File: config.mk
export PLATFORM = sky130hd
export DESIGN_NAME = phy_error_counters_and_bist_control
export DESIGN_NICKNAME = d
export VERILOG_FILES = /design/src/phy_error_counters_and_bist_control.v
export VERILOG_INCLUDE_DIRS = /design/src
export SDC_FILE = /design/constraint.sdc
export NUM_CORES = 1
export LEC_CHECK = 0
export ABC_CLOCK_PERIOD_IN_PS = 2200
export BUFFER_PORTS_ARGS = -buffer_cell sky130_fd_sc_hd__buf_2
export CAP_MARGIN = 0
export CORE_MARGIN = 3
export CORE_UTILIZATION = 52
export DETAILED_ROUTE_END_ITERATION = 8
export PLACE_DENSITY = 0.77
export SYNTH_ARGS = -nofsm -noshare
export SYNTH_HDL_FRONTEND = slang
export SYNTH_SLANG_ARGS = --single-unit
File: constraint.sdc
create_clock -name clock_in -period 2.2 [get_ports clock_in]
set_input_delay 0.22 -clock clock_in [delete_from_list [all_inputs] [get_ports clock_in]]
set_output_delay 0.22 -clock clock_in [all_outputs]
set_load 0.1 [all_outputs]
File: src/phy_diag_consts.vh
// constants for the phy error counters and self-test control block
// assumes word-aligned AHB-Lite access, byte address = 4 x register index
`ifndef PHY_DIAG_CONSTS_VH
`define PHY_DIAG_CONSTS_VH

// register indices as printed, byte address derived from them
`define IDX_INT_STATUS_TWO   8'h13
`define IDX_FALSE_CARRIER    8'h14
`define IDX_RX_ERROR         8'h15
`define IDX_SELFTEST_CTRL    8'h16
`define IDX_IRQ_STATUS       8'h20
`define IDX_IRQ_CLEAR        8'h21
`define IDX_IRQ_ENABLE       8'h22
`define IDX_SELFTEST_ERRCNT  8'h23

// interrupt_status_two fields
`define IS2_JABBER_EN_BIT    0
`define IS2_JABBER_PEND_BIT  8

// selftest_control fields
`define ST_ERR_MODE_BIT      14
`define ST_CHK_EN_BIT        13
`define ST_GEN_EN_BIT        12
`define ST_LOCK_BIT          11
`define ST_SYNC_LOSS_BIT     10
`define ST_GEN_STAT_BIT      9

// own interrupt status / clear / enable layout
`define IRQ_FC_HALF_BIT      0
`define IRQ_RE_HALF_BIT      1
`define IRQ_BIST_WRAP_BIT    2
`define IRQ_SYNC_LOSS_BIT    3
`define IRQ_BITS             4

// half-full thresholds, the counter must pass these to raise an event
`define FC_HALF              8'h7F
`define RE_HALF              16'h007F

// reset values
`define RST_IRQ              4'h0
`define RST_WORD             32'h0000_0000

// AHB-Lite transfer type and response
`define HTRANS_NONSEQ        2'h2
`define HRESP_OKAY           1'b0

`endif

File: src/phy_error_counters_and_bist_control.v
// error counters, jabber interrupt bits and self-test control of the phy
// assumes one clock, synchronous active-high reset, inputs synchronous to
// clock_in, and a single AHB-Lite master doing single word transfers
//
// Overview of operation
// jabber interrupt enable, read-write bit 0 of interrupt_status_two, resets 0
// 8-bit false-carrier counter counts events, clears on read, top byte zero
// false-carrier counter holds at all ones until a read clears it
// false-carrier counter passing 7Fh raises an interrupt event
// 16-bit receive-error counter counts errors while data valid and carrier; the code has no carrier input and counts on rx_dv_in with rx_er_in
// receive-error counter is frozen while in mii loopback
// receive-error counter saturates at FFFFh, clears on read
// receive-error counter passing 7Fh raises an interrupt event
// continuous mode: self-test error counter wraps to zero with a pulse; the code pulses on the step to the maximum, not on the wrap
// single mode: self-test error counter stops at its maximum
// checker enable bit 13, read-write, resets 0, gates prbs checking
// generator enable bit 12, read-write, resets 0, runs packet generator
// read-only lock bit 11 shows checker locked to received stream
// read-only sync-loss bit 10 latches high until software reads it
// read-only bit 9 shows packet generator active
// separate read-write enable gates receive-error half-full interrupt
// read-only jabber pending bit 8 latches high until read
// event during clearing read is kept; read returns pre-increment value
//
// Our own choice: the AHB-Lite interface to the registers.
`include "phy_diag_consts.vh"

// register map, word index times four gives the byte address
//   13h  interrupt_status_two: bit 8 jabber pending, bit 0 jabber enable
//   14h  false_carrier_count: count in bits 7:0, upper bits read zero
//   15h  receive_error_count: count in the low RE_WIDTH bits
//   16h  selftest_control: bits 14 down to 9, bits 8:0 read zero
//   20h  interrupt status, read only, sticky bits
//   21h  interrupt clear, write only, a one clears that status bit
//   22h  interrupt enable, read-write, same layout as the status
//   23h  self-test error count, read only
//
// interrupt status layout
//   bit 0  false-carrier counter stepped past half-full
//   bit 1  receive-error counter stepped past half-full
//   bit 2  self-test error counter reached its top in continuous mode
//   bit 3  prbs checker lost sync
// jabber is kept apart: its pending bit and enable live in
// interrupt_status_two so software sees the layout it expects there
//
// bus timing
//   the slave never stretches a transfer, so hreadyout is tied high
//   a read is decoded in its address phase and the word is registered
//   at that edge; the master collects it one edge later
//   a write is captured in its address phase and applied at the end of
//   its data phase, when hwdata stands
//   a read whose address phase meets the data phase of a write to the
//   same word returns the value from before that write; software that
//   needs read-after-write order should not rely on it
//
// clear-on-read hazards
//   the clearing read acts at the address-phase edge, not at the edge
//   where the master takes the data; an event in the same cycle is not
//   dropped, it becomes the first count after the clear
//   latching flags follow the same idea: a new event beats the read
//
// counters
//   all counters saturate instead of wrapping, except the self-test
//   error counter in continuous mode, which wraps and pulses
//   the half-full event fires once, on the step from 7Fh to 80h; a
//   counter that was cleared and climbs again fires it again
//   the receive-error counter ignores cycles in mii loopback, since
//   then the receive data is our own transmit data
//
// self-test
//   the self-test error counter is held at zero while the checker is
//   off, so each enable starts a fresh run
//   lock is only reported while the checker is enabled; a stale lock
//   from the core would otherwise mislead software
//   sync loss is taken as lock high on one edge and low on the next,
//   which would also fire when software turns the checker off; a stop by
//   software is deliberately excluded by the enable term
//   generator status is the core's activity qualified by our enable
//
// limitations
//   hsize is ignored: only whole-word transfers are expected
//   unmapped words read zero and ignore writes, with an okay response
//   the self-test counter width is a parameter with a plain default
//
// reset
//   every register clears on a synchronous high reset; outputs are
//   all zero during and after reset apart from hreadyout
//   the first transfer may be issued at the first edge after release

module phy_error_counters_and_bist_control #(
    parameter FC_WIDTH   = 8,
    parameter RE_WIDTH   = 16,
    parameter BIST_WIDTH = 8
) (
    input  wire        clock_in,
    input  wire        reset_in,
    // AHB-Lite slave
    input  wire        hsel_in,
    input  wire [31:0] haddr_in,
    input  wire [1:0]  htrans_in,
    input  wire        hwrite_in,
    input  wire [2:0]  hsize_in,
    input  wire [31:0] hwdata_in,
    input  wire        hready_in,
    output wire [31:0] hrdata_out,
    output wire        hreadyout_out,
    output wire        hresp_out,
    // receive datapath events
    input  wire        jabber_event_in,
    input  wire        false_carrier_in,
    input  wire        rx_dv_in,
    input  wire        rx_er_in,
    input  wire        mii_loopback_in,
    // prbs checker and packet generator core
    input  wire        prbs_locked_in,
    input  wire        prbs_bit_error_in,
    input  wire        gen_active_in,
    output wire        checker_enable_out,
    output wire        generator_enable_out,
    output wire        bist_wrap_pulse_out,
    // interrupt
    output wire        irq_out
);

    localparam [FC_WIDTH-1:0]   FC_MAX   = {FC_WIDTH{1'b1}};
    localparam [RE_WIDTH-1:0]   RE_MAX   = {RE_WIDTH{1'b1}};
    localparam [BIST_WIDTH-1:0] BIST_MAX = {BIST_WIDTH{1'b1}};

    // bus pipeline state
    reg                   wr_pend_r;
    reg  [7:0]            wr_idx_r;
    reg  [31:0]           hrdata_r;

    // control and status state
    reg                   jab_en_r;
    reg                   jab_pend_r;
    reg  [FC_WIDTH-1:0]   fc_cnt_r;
    reg  [RE_WIDTH-1:0]   re_cnt_r;
    reg                   err_mode_r;
    reg                   chk_en_r;
    reg                   gen_en_r;
    reg                   sync_loss_r;
    reg                   lock_prev_r;
    reg  [BIST_WIDTH-1:0] bist_cnt_r;
    reg                   bist_wrap_r;
    reg  [`IRQ_BITS-1:0]  irq_stat_r;
    reg  [`IRQ_BITS-1:0]  irq_en_r;

    // next values
    reg                   jab_pend_nxt;
    reg  [FC_WIDTH-1:0]   fc_cnt_nxt;
    reg  [RE_WIDTH-1:0]   re_cnt_nxt;
    reg                   sync_loss_nxt;
    reg  [BIST_WIDTH-1:0] bist_cnt_nxt;
    reg                   bist_wrap_nxt;
    reg  [`IRQ_BITS-1:0]  irq_stat_nxt;
    reg  [31:0]           rd_word;

    wire                  addr_phase;
    wire                  rd_take;
    wire [7:0]            addr_idx;
    wire                  rd_fc;
    wire                  rd_re;
    wire                  rd_is2;
    wire                  rd_st;
    wire                  wr_now;
    wire                  lock_now;
    wire                  gen_stat;
    wire                  fc_inc;
    wire                  re_evt;
    wire                  re_inc;
    wire                  chk_err;
    wire                  fc_half_evt;
    wire                  re_half_evt;
    wire                  sync_loss_evt;
    wire [`IRQ_BITS-1:0]  irq_evt;

    // address decode; only word bits matter, index = byte address / 4
    assign addr_phase = hsel_in & hready_in & (htrans_in == `HTRANS_NONSEQ);
    assign rd_take    = addr_phase & ~hwrite_in;
    assign addr_idx   = haddr_in[9:2];
    assign rd_fc      = rd_take & (addr_idx == `IDX_FALSE_CARRIER);
    assign rd_re      = rd_take & (addr_idx == `IDX_RX_ERROR);
    assign rd_is2     = rd_take & (addr_idx == `IDX_INT_STATUS_TWO);
    assign rd_st      = rd_take & (addr_idx == `IDX_SELFTEST_CTRL);
    assign wr_now     = wr_pend_r;

    // zero wait states, never an error
    assign hreadyout_out = 1'b1;
    assign hresp_out     = `HRESP_OKAY;
    assign hrdata_out    = hrdata_r;

    // live status seen by software
    assign lock_now = chk_en_r & prbs_locked_in;
    assign gen_stat = gen_en_r & gen_active_in;

    // event qualification
    assign fc_inc  = false_carrier_in & (fc_cnt_r != FC_MAX);
    assign re_evt  = rx_dv_in & rx_er_in & ~mii_loopback_in;
    assign re_inc  = re_evt & (re_cnt_r != RE_MAX);
    assign chk_err = chk_en_r & prbs_bit_error_in;

    // half-full is passed on the step from 7Fh to 80h only
    assign fc_half_evt = fc_inc & (fc_cnt_r == `FC_HALF);
    assign re_half_evt = re_inc & (re_cnt_r == `RE_HALF);
    assign sync_loss_evt = lock_prev_r & ~lock_now & chk_en_r;

    assign irq_evt[`IRQ_FC_HALF_BIT]   = fc_half_evt;
    assign irq_evt[`IRQ_RE_HALF_BIT]   = re_half_evt;
    assign irq_evt[`IRQ_BIST_WRAP_BIT] = bist_wrap_nxt;
    assign irq_evt[`IRQ_SYNC_LOSS_BIT] = sync_loss_evt;

    // read mux; unmapped and write-only words read as zero
    always @* begin
        rd_word = `RST_WORD;
        if (addr_idx == `IDX_INT_STATUS_TWO) begin
            rd_word[`IS2_JABBER_PEND_BIT] = jab_pend_r;
            rd_word[`IS2_JABBER_EN_BIT]   = jab_en_r;
        end else if (addr_idx == `IDX_FALSE_CARRIER) begin
            rd_word[FC_WIDTH-1:0] = fc_cnt_r;
        end else if (addr_idx == `IDX_RX_ERROR) begin
            rd_word[RE_WIDTH-1:0] = re_cnt_r;
        end else if (addr_idx == `IDX_SELFTEST_CTRL) begin
            rd_word[`ST_ERR_MODE_BIT]  = err_mode_r;
            rd_word[`ST_CHK_EN_BIT]    = chk_en_r;
            rd_word[`ST_GEN_EN_BIT]    = gen_en_r;
            rd_word[`ST_LOCK_BIT]      = lock_now;
            rd_word[`ST_SYNC_LOSS_BIT] = sync_loss_r;
            rd_word[`ST_GEN_STAT_BIT]  = gen_stat;
        end else if (addr_idx == `IDX_IRQ_STATUS) begin
            rd_word[`IRQ_BITS-1:0] = irq_stat_r;
        end else if (addr_idx == `IDX_IRQ_ENABLE) begin
            rd_word[`IRQ_BITS-1:0] = irq_en_r;
        end else if (addr_idx == `IDX_SELFTEST_ERRCNT) begin
            rd_word[BIST_WIDTH-1:0] = bist_cnt_r;
        end
    end

    // false-carrier counter; a read hands out the old value and an event
    // arriving in the same cycle becomes the first count of the new run
    always @* begin
        fc_cnt_nxt = fc_cnt_r;
        if (rd_fc) begin
            fc_cnt_nxt = {{(FC_WIDTH-1){1'b0}}, false_carrier_in};
        end else if (fc_inc) begin
            fc_cnt_nxt = fc_cnt_r + {{(FC_WIDTH-1){1'b0}}, 1'b1};
        end
    end

    // receive-error counter, same clear-on-read treatment
    always @* begin
        re_cnt_nxt = re_cnt_r;
        if (rd_re) begin
            re_cnt_nxt = {{(RE_WIDTH-1){1'b0}}, re_evt};
        end else if (re_inc) begin
            re_cnt_nxt = re_cnt_r + {{(RE_WIDTH-1){1'b0}}, 1'b1};
        end
    end

    // latching-high flags: the new event wins over the clearing read
    always @* begin
        jab_pend_nxt = (rd_is2 ? 1'b0 : jab_pend_r) | jabber_event_in;
        sync_loss_nxt = (rd_st ? 1'b0 : sync_loss_r) | sync_loss_evt;
    end

    // self-test error counter; held at zero while the checker is off so a
    // fresh run always starts clean
    always @* begin
        bist_cnt_nxt  = bist_cnt_r;
        bist_wrap_nxt = 1'b0;
        if (!chk_en_r) begin
            bist_cnt_nxt = {BIST_WIDTH{1'b0}};
        end else if (chk_err) begin
            if (bist_cnt_r != BIST_MAX) begin
                bist_cnt_nxt = bist_cnt_r + {{(BIST_WIDTH-1){1'b0}}, 1'b1};
                if (err_mode_r &&
                    bist_cnt_r == BIST_MAX - {{(BIST_WIDTH-1){1'b0}}, 1'b1}) begin
                    bist_wrap_nxt = 1'b1;
                end
            end else if (err_mode_r) begin
                bist_cnt_nxt = {BIST_WIDTH{1'b0}};
            end
            // single mode at maximum: stays put
        end
    end

    // sticky interrupt status; set beats a same-cycle clear
    always @* begin
        irq_stat_nxt = irq_stat_r;
        if (wr_now && wr_idx_r == `IDX_IRQ_CLEAR) begin
            irq_stat_nxt = irq_stat_r & ~hwdata_in[`IRQ_BITS-1:0];
        end
        irq_stat_nxt = irq_stat_nxt | irq_evt;
    end

    // interrupt output; jabber uses its own enable in interrupt_status_two
    assign irq_out = (|(irq_stat_r & irq_en_r)) |
                     (jab_pend_r & jab_en_r);

    assign checker_enable_out   = chk_en_r;
    assign generator_enable_out = gen_en_r;
    assign bist_wrap_pulse_out  = bist_wrap_r;

    // bus pipeline: capture writes for the data phase, register read data
    always @(posedge clock_in) begin
        if (reset_in) begin
            wr_pend_r <= 1'b0;
            wr_idx_r  <= 8'h00;
            hrdata_r  <= `RST_WORD;
        end else begin
            wr_pend_r <= addr_phase & hwrite_in;
            wr_idx_r  <= addr_idx;
            if (rd_take) begin
                hrdata_r <= rd_word;
            end
        end
    end

    // software-written control bits
    always @(posedge clock_in) begin
        if (reset_in) begin
            jab_en_r   <= 1'b0;
            err_mode_r <= 1'b0;
            chk_en_r   <= 1'b0;
            gen_en_r   <= 1'b0;
            irq_en_r   <= `RST_IRQ;
        end else if (wr_now) begin
            if (wr_idx_r == `IDX_INT_STATUS_TWO) begin
                jab_en_r <= hwdata_in[`IS2_JABBER_EN_BIT];
            end else if (wr_idx_r == `IDX_SELFTEST_CTRL) begin
                err_mode_r <= hwdata_in[`ST_ERR_MODE_BIT];
                chk_en_r   <= hwdata_in[`ST_CHK_EN_BIT];
                gen_en_r   <= hwdata_in[`ST_GEN_EN_BIT];
            end else if (wr_idx_r == `IDX_IRQ_ENABLE) begin
                irq_en_r <= hwdata_in[`IRQ_BITS-1:0];
            end
        end
    end

    // hardware-updated state
    always @(posedge clock_in) begin
        if (reset_in) begin
            jab_pend_r  <= 1'b0;
            fc_cnt_r    <= {FC_WIDTH{1'b0}};
            re_cnt_r    <= {RE_WIDTH{1'b0}};
            sync_loss_r <= 1'b0;
            lock_prev_r <= 1'b0;
            bist_cnt_r  <= {BIST_WIDTH{1'b0}};
            bist_wrap_r <= 1'b0;
            irq_stat_r  <= `RST_IRQ;
        end else begin
            jab_pend_r  <= jab_pend_nxt;
            fc_cnt_r    <= fc_cnt_nxt;
            re_cnt_r    <= re_cnt_nxt;
            sync_loss_r <= sync_loss_nxt;
            lock_prev_r <= lock_now;
            bist_cnt_r  <= bist_cnt_nxt;
            bist_wrap_r <= bist_wrap_nxt;
            irq_stat_r  <= irq_stat_nxt;
        end
    end

endmodule // phy_error_counters_and_bist_control

==> results of run 1 <==
-- state kept, by name, summed over array words and instances, names as in the netlist, 4 cells and up --
signal and cells:
re_cnt_r 16, wr_idx_r 8, hrdata_out 16, fc_cnt_r 8
irq_en_r 4, bist_cnt_r 8, irq_stat_r 4
-- layer usage --
layer | vias up | track usage, % | share of wire, %
li1 | 1758 | - | -
met1 | 1748 | 32.54 | 44
met2 | 147 | 38.25 | 48
met3 | 9 | 4.224 | 7.1
met4 | 0 | 5.617 | 0.73
met5 | - | 0 | 0
-- how the worst min path moves through the flow --
stage	end	slack, ns	depth (start not counted)
2_1_floorplan	wr_idx_r[2]$_SDFF_PP0_	0.29	1
3_3_place_gp	hrdata_out[15]$_SDFFE_PP0N_	0.45	2
3_5_place_dp	jab_pend_r$_SDFF_PP0_	0.45	2
4_1_cts	jab_pend_r$_SDFF_PP0_	0.09	2
5_1_grt	jab_pend_r$_SDFF_PP0_	0.11	2
6_report	jab_pend_r$_SDFF_PP0_	0.10	2
-- layout make-up --
type | count | area, um^2
fill | 631 | 2644
sequential | 73 | 1461
multi-input combinational | 337 | 2223
clock inverter | 6 | 92.59
clock buffer | 10 | 127.6
tap | 96 | 120.1
inverter | 14 | 52.55
timing repair buffer | 56 | 297.8
-- cells in the final DEF (no fill, tap or decap), types with 8 or more instances in the layout --
cell       n
inv_1     14
nand2_1   20
nor2_1    30
conb_1    18
nor2b_1    9
dfxtp_1   73
a31oi_1    8
or3_1     12
o21ai_0   20
nand3_1   15
mux2i_1   16
a22o_1    16
o211ai_1   8
a21oi_1   26
clkbuf_8   9
buf_2     49
nor3_1     9
nand4_1   16
-- cells by family (layout without fill, tap and decap cells) --
kind of cell | count (synthesis) | after routing | share of synthesized area (%)
flops | 73 | 73 | 37.44
fa+ha+maj | 4 | 4 | 1.282
buf+inv | 52 | 86 | 7.147
other cells | 2 | 18 | 0.1924
mux | 16 | 16 | 4.102
simple gates | 170 | 170 | 26.70
compound gates | 124 | 124 | 22.02
xor+xnor | 5 | 5 | 1.122
-- critical path, cell delays in order (launching register included) --
cell and delay [ns]:
dfxtp_1 0.37, a222oi_1 0.36, nand2_1 0.13, buf_2 0.32
-- through the flow --
step	cell area, um^2	hold slack [ns]	cells	worst slack [ns]	util [%]
after floorplan	3964	0.2942	462	0.03958	-
after global placement	4155	0.4465	576	0.3971	59.20
after detailed placement	4155	0.4468	576	0.3798	59.20
after CTS	4375	0.09228	592	0.4593	62.34
after global routing	4375	0.1095	592	0.3376	62.34
final	4375	0.1033	592	0.4544	62.34
-- power by group through the flow --
stage | sequential, mW | combinational (mW) | clock (mW)
detailed placement | 1.38 | 0.286 | 0
global placement | 1.38 | 0.283 | 0
CTS | 1.35 | 0.288 | 1.18
global route | 1.35 | 0.309 | 1.24
floorplan | 1.38 | 0.252 | 0
finish | 1.35 | 0.291 | 1.16
==> impl_metrics.toml, run 1 <==
[outcome]
status = "finished clean"

[logic_synthesis]
synth_area_um2 = 3904
syn_inst = 446
yosysTopAreaCell = "dfxtp_1"
synth_most_common_cell = "dfxtp_1"
synth_common_cells = "73 x dfxtp_1, 30 x nor2_1, 26 x a21oi_1"
ys_ff_latch = 73
ys_seq_area_share_pct = 37.44
synthTopCellsByArea = "dfxtp_1 37%, mux2i_1 4.1%, buf_4 3.7%"
yosys_warnings = 0
synthDistinctLibCells = 68
synth_enable_flop_cells = 0
avgSynthCellArea_um2 = 8.753
synthArstFlopShare_pct = 0
synth-main-ff-cell = "dfxtp_1"
yosys.area.top_type_share_pct = 37.44

[clock_network]
clkLatencyLatePin_ns = 0.34
hold_buffers = 0
clock-sinks = 73
numCtsBuffers = 9
htree_levels = 3
cts_setup_buffers = 0
clock_path_buffers = 2
cts.clk_slew.worst_paths_ns = 0.08
clockRootBuffer = "clkbuf_8"
cts_tree = "yes"
postCtsResizedCells = 0

[pwr]
power_frac_seq_pct = 48.1
power_frac_clock_pct = 41.5
ir_worst_vdd_mv = 0.3532
p_int_mw = 2.031
finalPower_mw = 2.799
p_sw_uw = 767.1
powerDensity_nw_per_um2 = 639.6
swShare_pct = 27.41
comb_power_share_pct = 10.4
leakagePower_nw = 1.653

[route]
drt_wl_total_mm = 10.11
avgViaCountPerCell = 6.186
wl_per_cell_um = 17.07
dr.pass1.iters = 5
drt_iter0_markers = 343
antenna_left = 0
via_count = 3662
route.detailed.drc = 0

[die]
num_rows = 30
start_util_pct = 55.61
num_io_pins = 120
dieArea_um2 = 8583
core_um2 = 7019
die_height_um = 92.65
dieWidth_um = 92.65

[worst_hold_path]
holdCritStartpoint = "jabber_event_in"
min_path_type = "primary input to flip-flop"

[critical_path]
startpoint = "jab_en_r$_SDFFE_PP0P_"
worstPathMaxFanout = 3
cp-start-kind = "flip-flop"
crit_end = "irq_out"
r2r-end = "re_cnt_r[14]$_SDFFE_PP0P_"
cp-end-kind = "primary output"
worstPathArrival_ns = 1.53
reg2reg_slack_ns = 0.46
critPathKind = "flip-flop to primary output"
reg2reg_depth = 4
crit_required_ns = 1.98
worstReg2RegStart = "re_cnt_r[3]$_SDFFE_PP0P_"

[grt]
grt_max_degree = 28
grt_antenna_before_repair = 0
grt_pass1_vias = 3230
grt_pass1_wl_mm = 16.25
globalRouteOverflowTotal = 0
grt_use_total_pct = 23.54

[sta]
fmax_mhz = 572.9
rsz0062_at_grt = "false"
finalCritPeriodShare_pct = 79.35
finClkSkew_ns = 0.007241
worst_pin_slew_ns = 0.6137
fin_setup_tns_ns = 0
relSlewSlack_pct = 58.93
slew_viol_final = 0
hold_viol = 0
finalSetupViolCount = 0
min_period_ns = 1.746

[placed_design]
port_buffers = 49
gp_congestion = 0.8970
dp_hpwl_mm = 7.548

[run]
cap_viol_max_count = 0

[final_layout]
area_growth_pct = 12.08
final_nets = 577
drive_gt1_share_pct = 17.14
antenna_cells = 0
Power figures use the tool's default switching activity.
==> run 2, diff against run 1 <==
--- a/config.mk
+++ b/config.mk
@@ -6,13 +6,14 @@
 export SDC_FILE = /design/constraint.sdc
 export NUM_CORES = 1
 export LEC_CHECK = 0
-export ABC_CLOCK_PERIOD_IN_PS = 2200
+export ABC_AREA = 1
+export ABC_CLOCK_PERIOD_IN_PS = 1750
 export BUFFER_PORTS_ARGS = -buffer_cell sky130_fd_sc_hd__buf_2
 export CAP_MARGIN = 0
 export CORE_MARGIN = 3
 export CORE_UTILIZATION = 52
 export DETAILED_ROUTE_END_ITERATION = 8
-export PLACE_DENSITY = 0.77
+export PLACE_DENSITY = 0.76
 export SYNTH_ARGS = -nofsm -noshare
 export SYNTH_HDL_FRONTEND = slang
 export SYNTH_SLANG_ARGS = --single-unit
==> constraint.sdc (replaced) <==
create_clock -name clock_in -period 1.75 [get_ports clock_in]
set_input_delay 0.175 -clock clock_in [delete_from_list [all_inputs] [get_ports clock_in]]
set_output_delay 0.175 -clock clock_in [all_outputs]
set_load 0.1 [all_outputs]
==> run 2 against run 1 <==
Setup slack lost 0.35 ns; register-to-register slack got worse by 0.35 ns; clock-buffer cell count up 1; non-clock buffer count up 11; first-iteration DRC count shrank 33%; sequential power grew 25%; critical path type is now flip-flop to flip-flop; critical endpoint is now bist_cnt_r[7]$_SDFFE_PP0P_; largest cell class unchanged; largest power group unchanged; highest routed layer unchanged.
==> impl_metrics.toml, run 2 <==
[logic_synthesis]
synth_area_um2 = 4016
synthTopCellsByArea = "dfxtp_1 36%, nand2_1 15%, inv_1 6.8%"
synth_common_cells = "156 x nand2_1, 73 x dfxtp_1, 73 x inv_1, 73 x nor2_1, 45 x a21oi_1"
synthArstFlopShare_pct = 0
synthDistinctLibCells = 36
synth-main-ff-cell = "dfxtp_1"
yosys_warnings = 0
yosysTopAreaCell = "dfxtp_1"
yosys.area.top_type_share_pct = 36.39
syn_inst = 602
ys_seq_area_share_pct = 36.39
avgSynthCellArea_um2 = 6.672
ys_ff_latch = 73
synth_most_common_cell = "nand2_1"
synth_enable_flop_cells = 0

[clock_network]
clockRootBuffer = "clkbuf_8"
numCtsBuffers = 9
clock-sinks = 73
clock_path_buffers = 2
clkLatencyLatePin_ns = 0.36
cts_tree = "yes"
cts.clk_slew.worst_paths_ns = 0.08
hold_buffers = 0
htree_levels = 3

[grt]
grt_max_degree = 17
globalRouteOverflowTotal = 0
grt_pass1_wl_mm = 16.63
grt_pass1_vias = 3656
grt_use_total_pct = 23.67
grt_antenna_before_repair = 0

[sta]
finalCritPeriodShare_pct = 93.86
fmax_mhz = 608.8
min_period_ns = 1.643
finalSetupViolCount = 0
hold_viol = 0
rsz0062_at_grt = "false"
finClkSkew_ns = 0.007088
fin_setup_tns_ns = 0
slew_viol_final = 0

[run]
cap_viol_max_count = 0

[die]
num_io_pins = 120
dieWidth_um = 93.89
num_rows = 31
start_util_pct = 54.50
dieArea_um2 = 8814
die_height_um = 93.89
core_um2 = 7370

[critical_path]
cp-end-kind = "flip-flop"
worstPathArrival_ns = 1.90
cp-start-kind = "flip-flop"
critPathKind = "flip-flop to flip-flop"
crit_required_ns = 2.01
worstPathMaxFanout = 10

[pwr]
ir_worst_vdd_mv = 0.3792
powerDensity_nw_per_um2 = 792.6
leakagePower_nw = 1.933

[worst_hold_path]
min_path_type = "primary input to flip-flop"

[placed_design]
port_buffers = 49
dp_hpwl_mm = 7.685
dp.cells = 754
gp_congestion = 0.9258

[route]
via_count = 3943
route.detailed.drc = 0
avgViaCountPerCell = 5.121
antenna_left = 0
drt_iter0_markers = 230
drt_wl_total_mm = 9.968
dr.pass1.iters = 5
wl_per_cell_um = 12.95

[final_layout]
antenna_cells = 0
drive_gt1_share_pct = 18.18
final_nets = 752
instances_no_fill = 770
layout_common_cells = "156 x nand2_1, 73 x inv_1, 73 x nor2_1"
area_growth_pct = 15.26
final_common_cell = "nand2_1"

[outcome]
status = "finished clean"
-- run 2: logic make-up after synthesis --
group | count (synthesis) | synth area share [%]
flip-flops | 73 | 36.39
other | 2 | 0.1870
AND/OR/NAND/NOR | 311 | 33.58
AO/OA/AOI/OAI | 88 | 12.80
buffers and inverters | 109 | 12.52
XOR/XNOR | 15 | 3.271
adder cells (fa/ha/maj) | 4 | 1.246
-- run 2: layout make-up --
| type | count | area (um^2) |
|---|---|---|
| multi-input combinational | 436 | 2122 |
| timing repair buffer | 67 | 380.4 |
| sequential | 73 | 1463 |
| inverter | 79 | 296.5 |
| clock inverter | 5 | 102.6 |
| clock buffer | 11 | 141.4 |
| fill | 691 | 2740 |
| tap | 99 | 123.9 |
-- run 2: worst paths after layout --
kind	end	depth (start not counted)	slack (ns)	startpoint
worst max-delay path	bist_cnt_r[7]$_SDFFE_PP0P_	8	0.11	bist_cnt_r[1]$_SDFFE_PP0P_
worst min-delay path	err_mode_r$_SDFFE_PP0P_	3	0.04	hwdata_in[14]
worst max register to register	bist_cnt_r[7]$_SDFFE_PP0P_	8	0.11	bist_cnt_r[1]$_SDFFE_PP0P_
worst min register to register	hrdata_out[4]$_SDFFE_PP0N_	2	0.46	hrdata_out[4]$_SDFFE_PP0N_
-- run 2: timing repair --
item | CTS | global route
endpoints found under the setup margin | 1 | 0
resized for setup | 1 | 0
setup buffers | 0 | 0
-- run 2: metal layers --
layer  track usage, %  part of all wire, %  vias to the layer above
met5                0                    0                        -
met4            9.868                  1.9                        0
met3            3.926                  7.0                       19
met2            37.61                   44                      149
met1            31.74                   47                     1763
li1                 -                    -                     2012
-- run 2: where the power goes --
group	total, mW	internal (mW)	switching, mW
Combinational	0.349	0.0618	0.287
Clock	1.63	0.984	0.647
Sequential	1.69	1.68	0.0111
Total	3.67	2.72	0.946
-- run 2: worst max-delay path, stage by stage (launching register included) --
cell	delay [ns]
dfxtp_1	0.43
ha_1	0.24
nand3_1	0.22
o21bai_4	0.24
nand2_2	0.16
nand3_1	0.11
nand2_1	0.05
nand2_1	0.06
inv_1	0.03
-- run 2: stage by stage --
step	hold WS (ns)	utilization, %	cell area (um^2)	setup WS (ns)	total power [mW]
2_1_floorplan	0.2924	-	4081	0.2396	2.033
3_3_place_gp	0.3954	59.42	4379	0.1989	2.069
3_5_place_dp	0.4062	59.42	4379	0.1780	2.074
4_1_cts	0.02969	62.82	4629	0.09692	3.681
5_1_grt	0.05376	62.82	4629	0.01353	3.782
6_report	0.04168	62.82	4629	0.1075	3.669
==> run 3, diff against run 2 <==
--- a/config.mk
+++ b/config.mk
@@ -8,12 +8,12 @@
 export LEC_CHECK = 0
 export ABC_AREA = 1
 export ABC_CLOCK_PERIOD_IN_PS = 1750
-export BUFFER_PORTS_ARGS = -buffer_cell sky130_fd_sc_hd__buf_2
 export CAP_MARGIN = 0
 export CORE_MARGIN = 3
-export CORE_UTILIZATION = 52
+export CORE_UTILIZATION = 55
 export DETAILED_ROUTE_END_ITERATION = 8
-export PLACE_DENSITY = 0.76
+export DONT_BUFFER_PORTS = 1
+export PLACE_DENSITY = 0.66
 export SYNTH_ARGS = -nofsm -noshare
 export SYNTH_HDL_FRONTEND = slang
 export SYNTH_SLANG_ARGS = --single-unit
==> run 3 against run 2 <==
Critical path depth fell by 3; core utilization up 3.6 points; setup slack improved by 0.0021 ns; largest power group unchanged; first-iteration DRC count is 14% lower; non-clock buffer count shrank 12; via count hardly changed; combinational power is essentially flat; wire length increased by 2.3%; sequential power hardly changed; flip-flop and latch count stayed put; clock skew is 0.0018 ns higher; global-route usage increased by 1.3 points.
==> impl_metrics.toml, run 3 (same netlist as run 2, synthesis figures left out) <==
[pwr]
swShare_pct = 28.07
ir_worst_vdd_mv = 0.3617
power_frac_seq_pct = 54.6
leakagePower_nw = 1.837
comb_power_share_pct = 11.3
power_frac_clock_pct = 34.2
p_sw_uw = 869.1
p_int_mw = 2.227
finalPower_mw = 3.096
powerDensity_nw_per_um2 = 671.6

[critical_path]
worstPathArrival_ns = 1.47
worstPathMaxFanout = 3
cp-end-kind = "primary output"
cp-start-kind = "flip-flop"
crit_required_ns = 1.57
critPathKind = "flip-flop to primary output"

[sta]
fin_setup_tns_ns = 0
finalCritPeriodShare_pct = 93.74
whs_ns = 0.02761
rsz0062_at_grt = "false"
hold_viol = 0
slew_viol_final = 0
finalSetupViolCount = 0
fin_ws_ns = 0.1096
min_period_ns = 1.640
fmax_mhz = 609.6
finClkSkew_ns = 0.008869

[grt]
grt_pass1_wl_mm = 16.99
grt_pass1_vias = 3735
grt_antenna_before_repair = 0
grt_use_total_pct = 25.00
globalRouteOverflowTotal = 0
grt_max_degree = 39

[clock_network]
htree_levels = 3
clkLatencyLatePin_ns = 0.34
numCtsBuffers = 9
clock-sinks = 73
cts_tree = "yes"
cts.clk_slew.worst_paths_ns = 0.07
clock_path_buffers = 2
clockRootBuffer = "clkbuf_8"

[placed_design]
dp_hpwl_mm = 7.569
port_buffers = 0
placed_cell_area_um2 = 4250
dp.cells = 718
dp_slack_ns = 0.1939
gp_congestion = 0.9279

[die]
start_util_pct = 57.84
num_io_pins = 120
dieArea_um2 = 8364
num_rows = 30
die_height_um = 91.46
core_um2 = 6944
dieWidth_um = 91.46

[final_layout]
filler_cell_count = 664
instances_no_fill = 751
fin_util_pct = 66.40
drive_gt1_share_pct = 13.28
final_nets = 740
antenna_cells = 0
layout_common_cells = "155 x nand2_1, 73 x inv_1, 73 x nor2_1"
fin_area_um2 = 4611
final_common_cell = "nand2_1"
area_growth_pct = 14.80

[run]
cap_viol_max_count = 0

[route]
drt_iter0_markers = 198
avgViaCountPerCell = 5.246
wl_per_cell_um = 13.58
route.detailed.drc = 0
antenna_left = 0
dr.pass1.iters = 5
via_count = 3940
drt_wl_total_mm = 10.20

[outcome]
status = "finished clean"

[worst_hold_path]
min_path_type = "primary input to flip-flop"
run 3: cell count changes in the layout (fill, tap and decap cells not counted), sizes merged:
| cell | delta |
|---|---|
| clkinv | +1 |
| clkinvlp | -1 |
| clkbuf | -1 |
| bufinv | -3 |
| dlygate4sd3 | +19 |
| buf | -31 |
run 3: final cells by class:
class / instances / area, um^2 / area share, %
Tap cell: 96 / 120.1 / 2.605
Timing Repair Buffer: 55 / 473.0 / 10.26
Multi-Input combinational cell: 436 / 2118 / 45.94
Inverter: 79 / 299.0 / 6.486
Clock inverter: 2 / 10.01 / 0.2171
Sequential cell: 73 / 1463 / 31.72
Clock buffer: 10 / 127.6 / 2.768
run 3: repair_timing:
| item | CTS | global route |
|---|---|---|
| endpoints found under the setup margin | 0 | 11 |
| buffers inserted | 0 | 1 |
| endpoints found under the hold margin | 41 | 0 |
| hold buffers | 20 | 0 |
| resized for setup | 0 | 2 |
run 3: path summary, 6_finish.rpt:
check	end	depth (start not counted)	start	slack (ns)
max	irq_out	5	irq_stat_r[2]$_SDFF_PP0_	0.11
min	fc_cnt_r[0]$_SDFFE_PP0P_	2	false_carrier_in	0.03
max reg2reg	fc_cnt_r[4]$_SDFFE_PP0P_	10	fc_cnt_r[0]$_SDFFE_PP0P_	0.16
min reg2reg	hrdata_out[9]$_SDFFE_PP0N_	2	hrdata_out[9]$_SDFFE_PP0N_	0.46
run 3: power groups by stage:
stage / Sequential [mW] / Clock [mW] / Combinational, mW
final: 1.69 / 1.06 / 0.349
after global routing: 1.69 / 1.15 / 0.373
after CTS: 1.69 / 1.07 / 0.345
after detailed placement: 1.73 / 0 / 0.290
after global placement: 1.73 / 0 / 0.286
after floorplan: 1.73 / 0 / 0.307
run 3: critical path, cell delays in order (launching register included):
cell and delay (ns):
dfxtp_1 0.33, nand2_1 0.07, nand2_1 0.05, a221oi_1 0.31, o21ai_2 0.11, buf_4 0.25
run 3: metal layers:
layer	track usage (%)	vias to the layer above	wire [um]
li1	-	1976	-
met1	32.60	1827	4652
met2	40.60	123	4725
met3	5.800	14	653
met4	8.166	0	166
met5	0	-	0
